[config.mk]
export PLATFORM = sky130hd
export DESIGN_NAME = eee_regs
export DESIGN_NICKNAME = d
export VERILOG_FILES = /design/src/rtl/eee_pkg.sv /design/src/rtl/eee_sync.sv /design/src/rtl/eee_regs.sv
export SDC_FILE = /design/constraint.sdc
export NUM_CORES = 1
export LEC_CHECK = 0
export ABC_AREA = 1
export BUFFER_PORTS_ARGS = -buffer_cell sky130_fd_sc_hd__buf_2
export CORE_MARGIN = 1.5
export CORE_UTILIZATION = 52
export CTS_CLUSTER_SIZE = 12
export DETAILED_ROUTE_END_ITERATION = 7
export HOLD_SLACK_MARGIN = 0.05
export PLACE_DENSITY = 0.74
export SETUP_SLACK_MARGIN = 0.5
export SLEW_MARGIN = 30
export SYNTH_ARGS = -nofsm -noshare
export SYNTH_HDL_FRONTEND = slang
export SYNTH_SLANG_ARGS = --single-unit
[constraint.sdc]
create_clock -name MCLK -period 2.1 [get_ports MCLK]
set_input_delay 0.63 -clock MCLK [delete_from_list [all_inputs] [get_ports MCLK]]
set_output_delay 0.63 -clock MCLK [all_outputs]
set_load 0.02 [all_outputs]
[src/rtl/eee_pkg.sv]
// package: register map, field positions and carriers for the eee debug bank
package eee_pkg;
  localparam logic [4:0] ADDR_CTRL = 5'h11;
  localparam logic [4:0] ADDR_XID = 5'h12;
  localparam logic [4:0] ADDR_PAGE = 5'h1F;
  localparam logic [4:0] ADDR_BMCR = 5'h00;
  localparam logic [4:0] ADDR_EXT_LO = 5'h10;
  localparam logic [4:0] ADDR_EXT_HI = 5'h1E;
  localparam logic [15:0] PAGE_MAIN = 16'h0000;
  localparam logic [15:0] PAGE_EXT2 = 16'h0002;
  localparam int B_TE_EN = 15;
  localparam int B_RSV14 = 14;
  localparam int B_LED_LO = 10;
  localparam int B_LINK = 8;
  localparam int B_EEE_1G = 7;
  localparam int B_EEE_100 = 6;
  localparam int B_FORCE_1G = 5;
  localparam int B_FORCE_LPI = 4;
  localparam int B_INH_TX100 = 3;
  localparam int B_INH_RX100 = 2;
  localparam int B_INH_TX1G = 1;
  localparam int B_INH_RX1G = 0;
  localparam int B_SPD_MSB = 6;
  localparam int B_SPD_LSB = 13;
  localparam int B_INDUST = 15;
  localparam logic [15:0] CTRL_RW_MASK = 16'hFC3F;
  localparam logic [15:0] CTRL_RESET = 16'h0000;
  localparam logic [15:0] BMCR_RESET = 16'h0000;
  localparam logic [5:0] XID_RSV = 6'h20;
  localparam logic [1:0] SPD_1000 = 2'h2;
  localparam logic [1:0] SPD_100 = 2'h1;
  localparam logic [1:0] SPD_10 = 2'h0;
  // management register access
  typedef struct packed {
    logic [4:0] addr;
    logic [15:0] wdata;
    logic wr;
    logic rd;
  } eee_req_s;
  // lpi steering controls toward the datapath
  typedef struct packed {
    logic te_mode;
    logic force_1g;
    logic gen_lpi;
    logic tx_lpi;
    logic rx_lpi;
  } eee_ctl_s;
endpackage

[src/rtl/eee_sync.sv]
// module: two-flop synchroniser for a bus of pin levels
`timescale 1ns/10ps
module eee_sync #(
  parameter int W = 1
) (
  input wire logic clk,
  input wire logic rst_b,
  input wire logic [W-1:0] d,
  output logic [W-1:0] q
);
  logic [W-1:0] meta;

  always_ff @(posedge clk or negedge rst_b) begin
    if (!rst_b) begin
      meta <= '0;
      q <= '0;
    end else begin
      meta <= d;
      q <= meta;
    end
  end
endmodule

[src/rtl/eee_regs.sv]
// module: eee debug control bank with page select and lpi steering
`timescale 1ns/10ps
// How it works
// - ctrl bit 15 runs 10 Mb/s links in reduced-amplitude eee mode.
// - ctrl bits 13:10 invert each led output; default drives active low.
// - bit 10 (led 0) inversion also applies to the serial led output.
// - ctrl bit 7 reads one while gigabit eee is active.
// - ctrl bit 6 reads one while 100 Mb/s eee is active.
// - ctrl bit 5 lets a forced gigabit link rise without master/slave.
// - ctrl bit 4 makes the generator send lpi, ignoring mac data.
// - with bit 4 clear, mac idles pass to the media side.
// - ctrl bit 3 blocks lpi to the media side at 100 Mb/s.
// - ctrl bit 2 blocks lpi to the mac receive side at 100 Mb/s.
// - ctrl bit 1 blocks lpi to the media side at gigabit.
// - ctrl bit 0 blocks lpi to the mac receive side at gigabit.
// - id bit 15 reads one for industrial parts, zero otherwise.
// - id bit 14 reads one and bits 13:10 read zero.
// - writing zero to register 31 returns to the main space.
module eee_regs #(
  parameter logic [7:0] DASH_ID = 8'h00 // arbitrary value
) (
  input wire logic MCLK,
  input wire logic RST_B,
  input wire logic [4:0] ADDR,
  input wire logic [15:0] WDATA,
  input wire logic WR,
  input wire logic RD,
  output logic [15:0] RDATA,
  input wire logic SOFT_RST,
  input wire logic INDUSTRIAL,
  input wire logic LINK_UP,
  input wire logic EEE_1G_ACT,
  input wire logic EEE_100_ACT,
  input wire logic [1:0] SPEED,
  input wire logic [3:0] LED_RAW,
  input wire logic LED_SERIAL_RAW,
  input wire logic MAC_TX_LPI,
  input wire logic MDI_RX_LPI,
  output logic [3:0] LED_OUT,
  output logic LED_SERIAL,
  output logic TE_MODE,
  output logic FORCE_1G_LINK,
  output logic GEN_LPI,
  output logic MDI_TX_LPI,
  output logic MAC_RX_LPI
);
  // ----------------------------------------------------------------
  // pin synchronisers
  // ----------------------------------------------------------------
  logic [12:0] pin_raw;
  logic [12:0] pin_s;
  logic link_s;
  logic eee1g_s;
  logic eee100_s;
  logic indust_s;
  logic [3:0] led_s;
  logic ser_s;
  logic mactx_s;
  logic mdirx_s;

  assign pin_raw = {LINK_UP, EEE_1G_ACT, EEE_100_ACT, INDUSTRIAL, LED_RAW,
                    LED_SERIAL_RAW, MAC_TX_LPI, MDI_RX_LPI, SPEED};

  eee_sync #(.W(13)) u_sync (
    .clk(MCLK),
    .rst_b(RST_B),
    .d(pin_raw),
    .q(pin_s)
  );

  logic [1:0] speed_s;
  assign {link_s, eee1g_s, eee100_s, indust_s, led_s, ser_s, mactx_s,
          mdirx_s, speed_s} = pin_s;

  // ----------------------------------------------------------------
  // register access
  // ----------------------------------------------------------------
  eee_pkg::eee_req_s req;
  assign req = '{addr: ADDR, wdata: WDATA, wr: WR, rd: RD};

  logic [15:0] page;
  logic [15:0] ctrl;
  logic [15:0] bmcr;
  logic in_ext;

  function automatic logic ext_hit(input logic [4:0] a,
                                   input logic [15:0] pg);
    ext_hit = (a >= eee_pkg::ADDR_EXT_LO) && (a <= eee_pkg::ADDR_EXT_HI)
              && (pg == eee_pkg::PAGE_EXT2);
  endfunction

  assign in_ext = ext_hit(req.addr, page);

  // page-two decode shared by write and read; reg 0 stays page-free
  function automatic logic page2_hit(input logic [4:0] a,
                                     input logic [15:0] pg,
                                     input logic [4:0] target);
    page2_hit = ext_hit(a, pg) && (a == target);
  endfunction

  // page register; sticky-free, so a software reset returns it to main
  always_ff @(posedge MCLK or negedge RST_B) begin
    if (!RST_B) begin
      page <= eee_pkg::PAGE_MAIN;
    end else if (SOFT_RST) begin
      page <= eee_pkg::PAGE_MAIN;
    end else if (req.wr && req.addr == eee_pkg::ADDR_PAGE) begin
      page <= req.wdata;
    end
  end

  // sticky control word ignores software reset
  always_ff @(posedge MCLK or negedge RST_B) begin
    if (!RST_B) begin
      ctrl <= eee_pkg::CTRL_RESET;
    end else if (req.wr && page2_hit(req.addr, page, eee_pkg::ADDR_CTRL)) begin
      ctrl <= req.wdata & eee_pkg::CTRL_RW_MASK;
    end
  end

  // speed-select bits of register 0; not sticky
  always_ff @(posedge MCLK or negedge RST_B) begin
    if (!RST_B) begin
      bmcr <= eee_pkg::BMCR_RESET;
    end else if (SOFT_RST) begin
      bmcr <= eee_pkg::BMCR_RESET;
    end else if (req.wr && req.addr == eee_pkg::ADDR_BMCR) begin
      bmcr <= req.wdata;
    end
  end

  logic [15:0] ctrl_view;
  logic [15:0] xid_view;
  always_comb begin
    ctrl_view = ctrl;
    ctrl_view[eee_pkg::B_LINK] = link_s;
    ctrl_view[eee_pkg::B_EEE_1G] = eee1g_s;
    ctrl_view[eee_pkg::B_EEE_100] = eee100_s;
    xid_view = {indust_s, eee_pkg::XID_RSV, 1'b0, DASH_ID};
  end

  // read data live only in the cycle after the strobe
  always_ff @(posedge MCLK or negedge RST_B) begin
    if (!RST_B) begin
      RDATA <= 16'h0000;
    end else if (req.rd) begin
      if (req.addr == eee_pkg::ADDR_PAGE) begin
        RDATA <= page;
      end else if (req.addr == eee_pkg::ADDR_BMCR) begin
        RDATA <= bmcr;
      end else if (page2_hit(req.addr, page, eee_pkg::ADDR_CTRL)) begin
        RDATA <= ctrl_view;
      end else if (page2_hit(req.addr, page, eee_pkg::ADDR_XID)) begin
        RDATA <= xid_view;
      end else begin
        RDATA <= 16'h0000;
      end
    end else begin
      RDATA <= 16'h0000;
    end
  end

  // ----------------------------------------------------------------
  // led polarity
  // ----------------------------------------------------------------
  // raw led inputs are active high requests; default output is active low
  always_ff @(posedge MCLK or negedge RST_B) begin
    if (!RST_B) begin
      LED_OUT <= 4'hF;
      LED_SERIAL <= 1'b1;
    end else begin
      LED_OUT <= ~led_s ^ ctrl[eee_pkg::B_LED_LO +: 4];
      // serial stream carries led 0 timing slot polarity
      LED_SERIAL <= ~ser_s ^ ctrl[eee_pkg::B_LED_LO];
    end
  end

  // ----------------------------------------------------------------
  // lpi steering
  // ----------------------------------------------------------------
  eee_pkg::eee_ctl_s next_ctl;
  logic at_1g;
  logic at_100;
  logic [1:0] spd_sel;

  assign spd_sel = {bmcr[eee_pkg::B_SPD_MSB], bmcr[eee_pkg::B_SPD_LSB]};
  assign at_1g = (speed_s == eee_pkg::SPD_1000);
  assign at_100 = (speed_s == eee_pkg::SPD_100);

  always_comb begin
    next_ctl.te_mode = ctrl[eee_pkg::B_TE_EN];
    next_ctl.force_1g = ctrl[eee_pkg::B_FORCE_1G] &&
                        (spd_sel == eee_pkg::SPD_1000);
    next_ctl.gen_lpi = ctrl[eee_pkg::B_FORCE_LPI];
    if (ctrl[eee_pkg::B_FORCE_LPI]) begin
      next_ctl.tx_lpi = 1'b1;
    end else if (at_100 && ctrl[eee_pkg::B_INH_TX100]) begin
      next_ctl.tx_lpi = 1'b0;
    end else if (at_1g && ctrl[eee_pkg::B_INH_TX1G]) begin
      next_ctl.tx_lpi = 1'b0;
    end else begin
      next_ctl.tx_lpi = mactx_s;
    end
    if (at_100 && ctrl[eee_pkg::B_INH_RX100]) begin
      next_ctl.rx_lpi = 1'b0;
    end else if (at_1g && ctrl[eee_pkg::B_INH_RX1G]) begin
      next_ctl.rx_lpi = 1'b0;
    end else begin
      next_ctl.rx_lpi = mdirx_s;
    end
  end

  always_ff @(posedge MCLK or negedge RST_B) begin
    if (!RST_B) begin
      TE_MODE <= 1'b0;
      FORCE_1G_LINK <= 1'b0;
      GEN_LPI <= 1'b0;
      MDI_TX_LPI <= 1'b0;
      MAC_RX_LPI <= 1'b0;
    end else begin
      TE_MODE <= next_ctl.te_mode;
      FORCE_1G_LINK <= next_ctl.force_1g;
      GEN_LPI <= next_ctl.gen_lpi;
      MDI_TX_LPI <= next_ctl.tx_lpi;
      MAC_RX_LPI <= next_ctl.rx_lpi;
    end
  end
endmodule

# After elaboration in Yosys (flattened, before gate mapping)
# Index checks and enable logic that the tools add are counted.
[op_classes]
order_cmp = 2
eq_ne = 7
n_mux = 14
bitwise_logic = 4
n_reduce_logical = 15
[op_table]
columns = ["cell", "count"]
rows = [
  ["2-to-1 mux 16 bit", 9],
  ["== test 16 x 2 -> 1 bit (second input constant)", 1],
  ["== test 5 bit (second input constant)", 3],
  ["logical AND 1 bit", 12],
  [">= comparator 5 bit (second input constant)", 1],
  ["<= comparator 5 bit (second input constant)", 1],
  ["logical NOT 5 bit", 1],
  ["2-to-1 mux 1 bit", 5],
  ["== test 2 bit (second input constant)", 2],
  ["NOT 4 bit", 1],
  ["nonzero test 2 bit", 2],
  ["XOR 4 bit", 1],
  ["== test 2 x 1 -> 1 bit (second input constant)", 1],
  ["NOT 1 bit", 1],
  ["XOR 1 bit", 1],
]
[word_totals]
regBits = 96
inputBits = 39
out_inout_bits = 26
word_cells = 55

# Longest topological paths before layout
[logic_depth]
word_depth = 9
ltp_mapped = 9
ltp_nobuf = 9

# By module
# Synthesis repeated with hierarchy kept, for this count alone.
[unflattened]
hier_cells = 403
hier_area_um2 = 3972.6
[by_module_without_submodules]
columns = ["module", "instances", "cells_per_inst", "area_each_um2"]
rows = [
  ["eee_regs", 1, 377, 3321.9],
  ["eee_sync", 1, 26, 650.6],
]

# Least setup slack after synthesis
# Ideal clock, no wire load.
[synth_timing]
path_kind = "in2reg"
from = "input ADDR[3]"
to = "register ctrl[10]"
setup_time_ns = 0.118
arrival_time_ns = 1.498
t_required_ns = 1.982
slack_ns = 0.485
stages = 7
path_buffers = 1
path_cell_list = "nor2_2 inv_2 nor3_4 nand4_4 buf_6 nand2_1 o21ai_2"
[synth_via]
elab_chain_len = 5
[synth_lines]
columns = ["element", "line_no", "text"]
rows = [
  ["start: declaration", "eee_regs.sv:24", "input wire logic [4:0] ADDR,"],
  [">= comparator 5 bit or <= comparator 5 bit (tied branches)", "eee_regs.sv:88", "ext_hit = (a >= eee_pkg::ADDR_EXT_LO) && (a <= eee_pkg::ADDR_EXT_HI)"],
  ["logical AND 1 bit", "eee_regs.sv:88", ""],
  ["logical AND 1 bit", "eee_regs.sv:89", "&& (pg == eee_pkg::PAGE_EXT2);"],
  ["logical AND 1 bit (*)", "eee_regs.sv:98", "page2_hit = ext_hit(a, pg) && (a == target);"],
  ["logical AND 1 bit (*)", "eee_regs.sv:116", "end else if (req.wr && page2_hit(req.addr, page, eee_pkg::ADDR_CTRL)) begin"],
  ["end signal: assignment", "eee_regs.sv:115", "ctrl <= eee_pkg::CTRL_RESET;"],
  ["end signal: assignment", "eee_regs.sv:117", "ctrl <= req.wdata & eee_pkg::CTRL_RW_MASK;"],
  ["end: declaration", "eee_regs.sv:82", "logic [15:0] ctrl;"],
]
# Mark *: on every way between the ends. The rest lies on a longest branch, timed or not.
# A chain may end at the register's enable or synchronous reset.

# Final worst setup path
[layout_timing]
from = "register LED_OUT[1]"
to = "output LED_OUT[1]"
[layout_rtl]
columns = ["element", "line_no", "text"]
rows = [
  ["start: declaration", "eee_regs.sv:39", "output logic [3:0] LED_OUT,"],
  ["start signal: assignment", "eee_regs.sv:172", "LED_OUT <= ~led_s ^ ctrl[eee_pkg::B_LED_LO +: 4];"],
]
# No word-level cell between the ends.

==> impl_metrics.tcl <==
set metrics [dict create \
    synthTopCellsByCount "nand2_1 (97), dfrtp_1 (91), inv_1 (50)" \
    path_clk_slew_ns 0.08 \
    fp-row-count 31 \
    ys.flop_type "dfrtp_1" \
    reg2regPathDepth 6 \
    yosys.area.top_type_share_pct 57.0 \
    grt_max_degree 97 \
    clock.fmax_mhz 607 \
    yosysSeqAreaShare_pct 60.3 \
    final_cells 589 \
    via_count 3013 \
    syn-num-nets 443 \
    ir_drop_v 0.000596 \
    clock_latency_ns 0.37 \
    path_cells "buf_6" \
    grt_usage_pct 23.4 \
    end_kind "output port" \
    status "finished clean" \
    postRouteAntennaNets 0 \
    crit_family "flip-flops" \
    synthTopCellsByArea "dfrtp_1 (57%), nand2_1 (9.1%), inv_1 (4.7%)" \
    ff2ff_setup_slack_ns 0.53 \
    crit_path_max_incr_delay_ns 0.55 \
    antenna_cells 0 \
    fin_skew_ns 0.00957 \
    cp_data_arrival_time_ns 1.02 \
    cts-htree-levels 3 \
    coreArea_sq_um 7330 \
    antenna_found_initial 0 \
    ys_types 34 \
    numCtsBuffers 9 \
    crit_type "reg2out" \
    hold_viol_final 0 \
    r2r-start "page[13]" \
    cts_root_buffer "clkbuf_8" \
    fillerInstances 611 \
    port_buffers 64 \
    dieWidth_microns 90.6 \
    die-area_sq_um 8220 \
    min_path_type "in2async" \
    hpwlAfterDp_mm 6.00 \
    maxCapViolations 0 \
    die_h_microns 90.6 \
    worst_ep_required_time_ns 1.47 \
    drcViolationCount 0 \
    tightest_slew_ns 0.479 \
    drive_gt1_share_pct 33.1 \
    gr-total-overflow 0 \
    p_per_area_nw_per_um2 717 \
    fin_crit_sh_pct 78.4 \
    rsz0062_at_grt "true" \
    grt_pass1_vias 3132 \
    ios 65 \
    routed_wirelength_mm 8.98 \
    cp-start-kind "flip-flop" \
    placedCellCount 564 \
    syn_inst 404 \
    whs_ns 0.312 \
    clkSinkCount 96 \
    areaGrowthSynthToFinish_pct 20.3 \
    vias_per_cell 5.12 \
    tns_ns 0 \
    cts_buffer_depth 2 \
    cp_slowest_cell "dfstp_2" \
    synth-seq-cells 96 \
    max_slew_margin_pct 68.1 \
    crit_fanout 1 \
    layout.nets 524 \
    wl_per_cell_microns 15.2 \
    synth_edf_count 0 \
    maxSlewViolCount 0 \
    grt_pass1_wl_mm 14.9 \
    synth_area_sq_um 3990 \
    drtIter0Drc 288 \
    rr_endpoint "RDATA[2]" \
    final-setup-viol-count 0 \
    yosys_warnings 0 \
    yosysMostFrequentCell "nand2_1" \
    p_leak_nw 2.49 \
    crit_buf_inv 1 \
    start_util_pct 54.5 \
    gp_congestion 0.904 \
    syn_area_per_cell_sq_um 9.89 \
    async_flop_share_pct 100 \
    fin_crit_ns 1.65 \
    synth_top_area_cell "dfrtp_1" \
    dr.pass1.iters 4 \
    cts_tree "built" \
]
-- where the power goes --
part	internal, W	switching [W]
Combinational	0.000123	0.000226
Sequential	0.00194	0.0000523
Clock	0.000495	0.000610
Total	0.00256	0.000889
-- what timing repair did --
action / in CTS / in global routing
cloned: 1 / 2
hold buffers: 0 / 0
buffers inserted: 0 / 6
resized for setup: 13 / 14
setup endpoints to repair: 14 / 41
pin swaps: 0 / 6
-- state kept, by name (all words and copies together) (netlist names) --
register       count
page              16
ctrl              12
FORCE_1G_LINK      1
u_sync.meta       13
LED_SERIAL         1
GEN_LPI            1
RDATA             16
MAC_RX_LPI         1
LED_OUT            4
bmcr              16
TE_MODE            1
MDI_TX_LPI         1
u_sync.q          13
-- cells in the final DEF, fill, tap and decap left out, types with 6 or more instances in the layout --
cell / n
nand3_1: 11
nand3_2: 11
a21oi_1: 23
o21ai_0: 22
dfrtp_1: 91
inv_1: 48
buf_2: 58
o21ai_2: 17
o21ai_1: 6
buf_4: 17
nor2_1: 18
clkbuf_8: 11
nand2_1: 95
-- per-stage QoR --
stage                     total power (W)  cell area, sq um  setup slack, ns  utilization (%)
after floorplan                   0.00218              4000            0.505                -
after global placement            0.00233              4460            0.216             60.9
after detailed placement          0.00234              4460            0.193             60.9
after CTS                         0.00344              4690            0.444             64.0
after global routing              0.00360              4800            0.416             65.5
final                             0.00344              4800            0.454             65.5
-- metal layers --
| metal | track usage (%) | up-vias | share of wire (%) |
|---|---|---|---|
| met3 | 6.31 | 17 | 6.5 |
| met2 | 37.4 | 111 | 49 |
| met4 | 9.39 | 0 | 2.0 |
| li1 | - | 1441 | - |
| met1 | 30.4 | 1444 | 42 |
| met5 | 0 | - | 0 |
-- worst register-to-register path: stages, from the launching register on --
cell and delay [ns]:
dfrtp_1 0.41, nor3_1 0.28, nand2_2 0.11, nor2_4 0.16, and2_4 0.24, nand3_1 0.11
a21oi_2 0.18
-- cells by family (layout without fill, tap and decap cells) --
kind of cell,Yosys count,in the layout,share of synthesized area (%)
buf+inv,69,154,7.55
compound gates,77,77,11.5
flops,96,96,60.3
xor+xnor,5,5,1.10
simple gates,157,158,19.5
-- cell type report --
type	instances	area, sq um	area share [%]
Sequential cell	96	2410	50.1
Multi-Input combinational cell	240	1350	28.1
Timing Repair Buffer	82	514	10.7
Inverter	54	206	4.30
Clock buffer	12	155	3.23
Tap cell	99	124	2.58
Clock inverter	4	28.8	0.599
Timing Repair inverter	2	15.0	0.313
-- worst max-delay path by stage --
stage / startpoint / endpoint / slack [ns] / depth (start not counted)
6_report: LED_OUT[1] / LED_OUT[1] / 0.45 / 1
5_1_grt: LED_OUT[2] / LED_OUT[2] / 0.42 / 1
4_1_cts: LED_OUT[1] / LED_OUT[1] / 0.44 / 1
3_5_place_dp: ADDR[2] / RDATA[14] / 0.19 / 9
3_3_place_gp: ADDR[2] / RDATA[14] / 0.22 / 9
2_1_floorplan: ADDR[2] / ctrl[10] / 0.51 / 7
(Power assumes the default switching activity.)
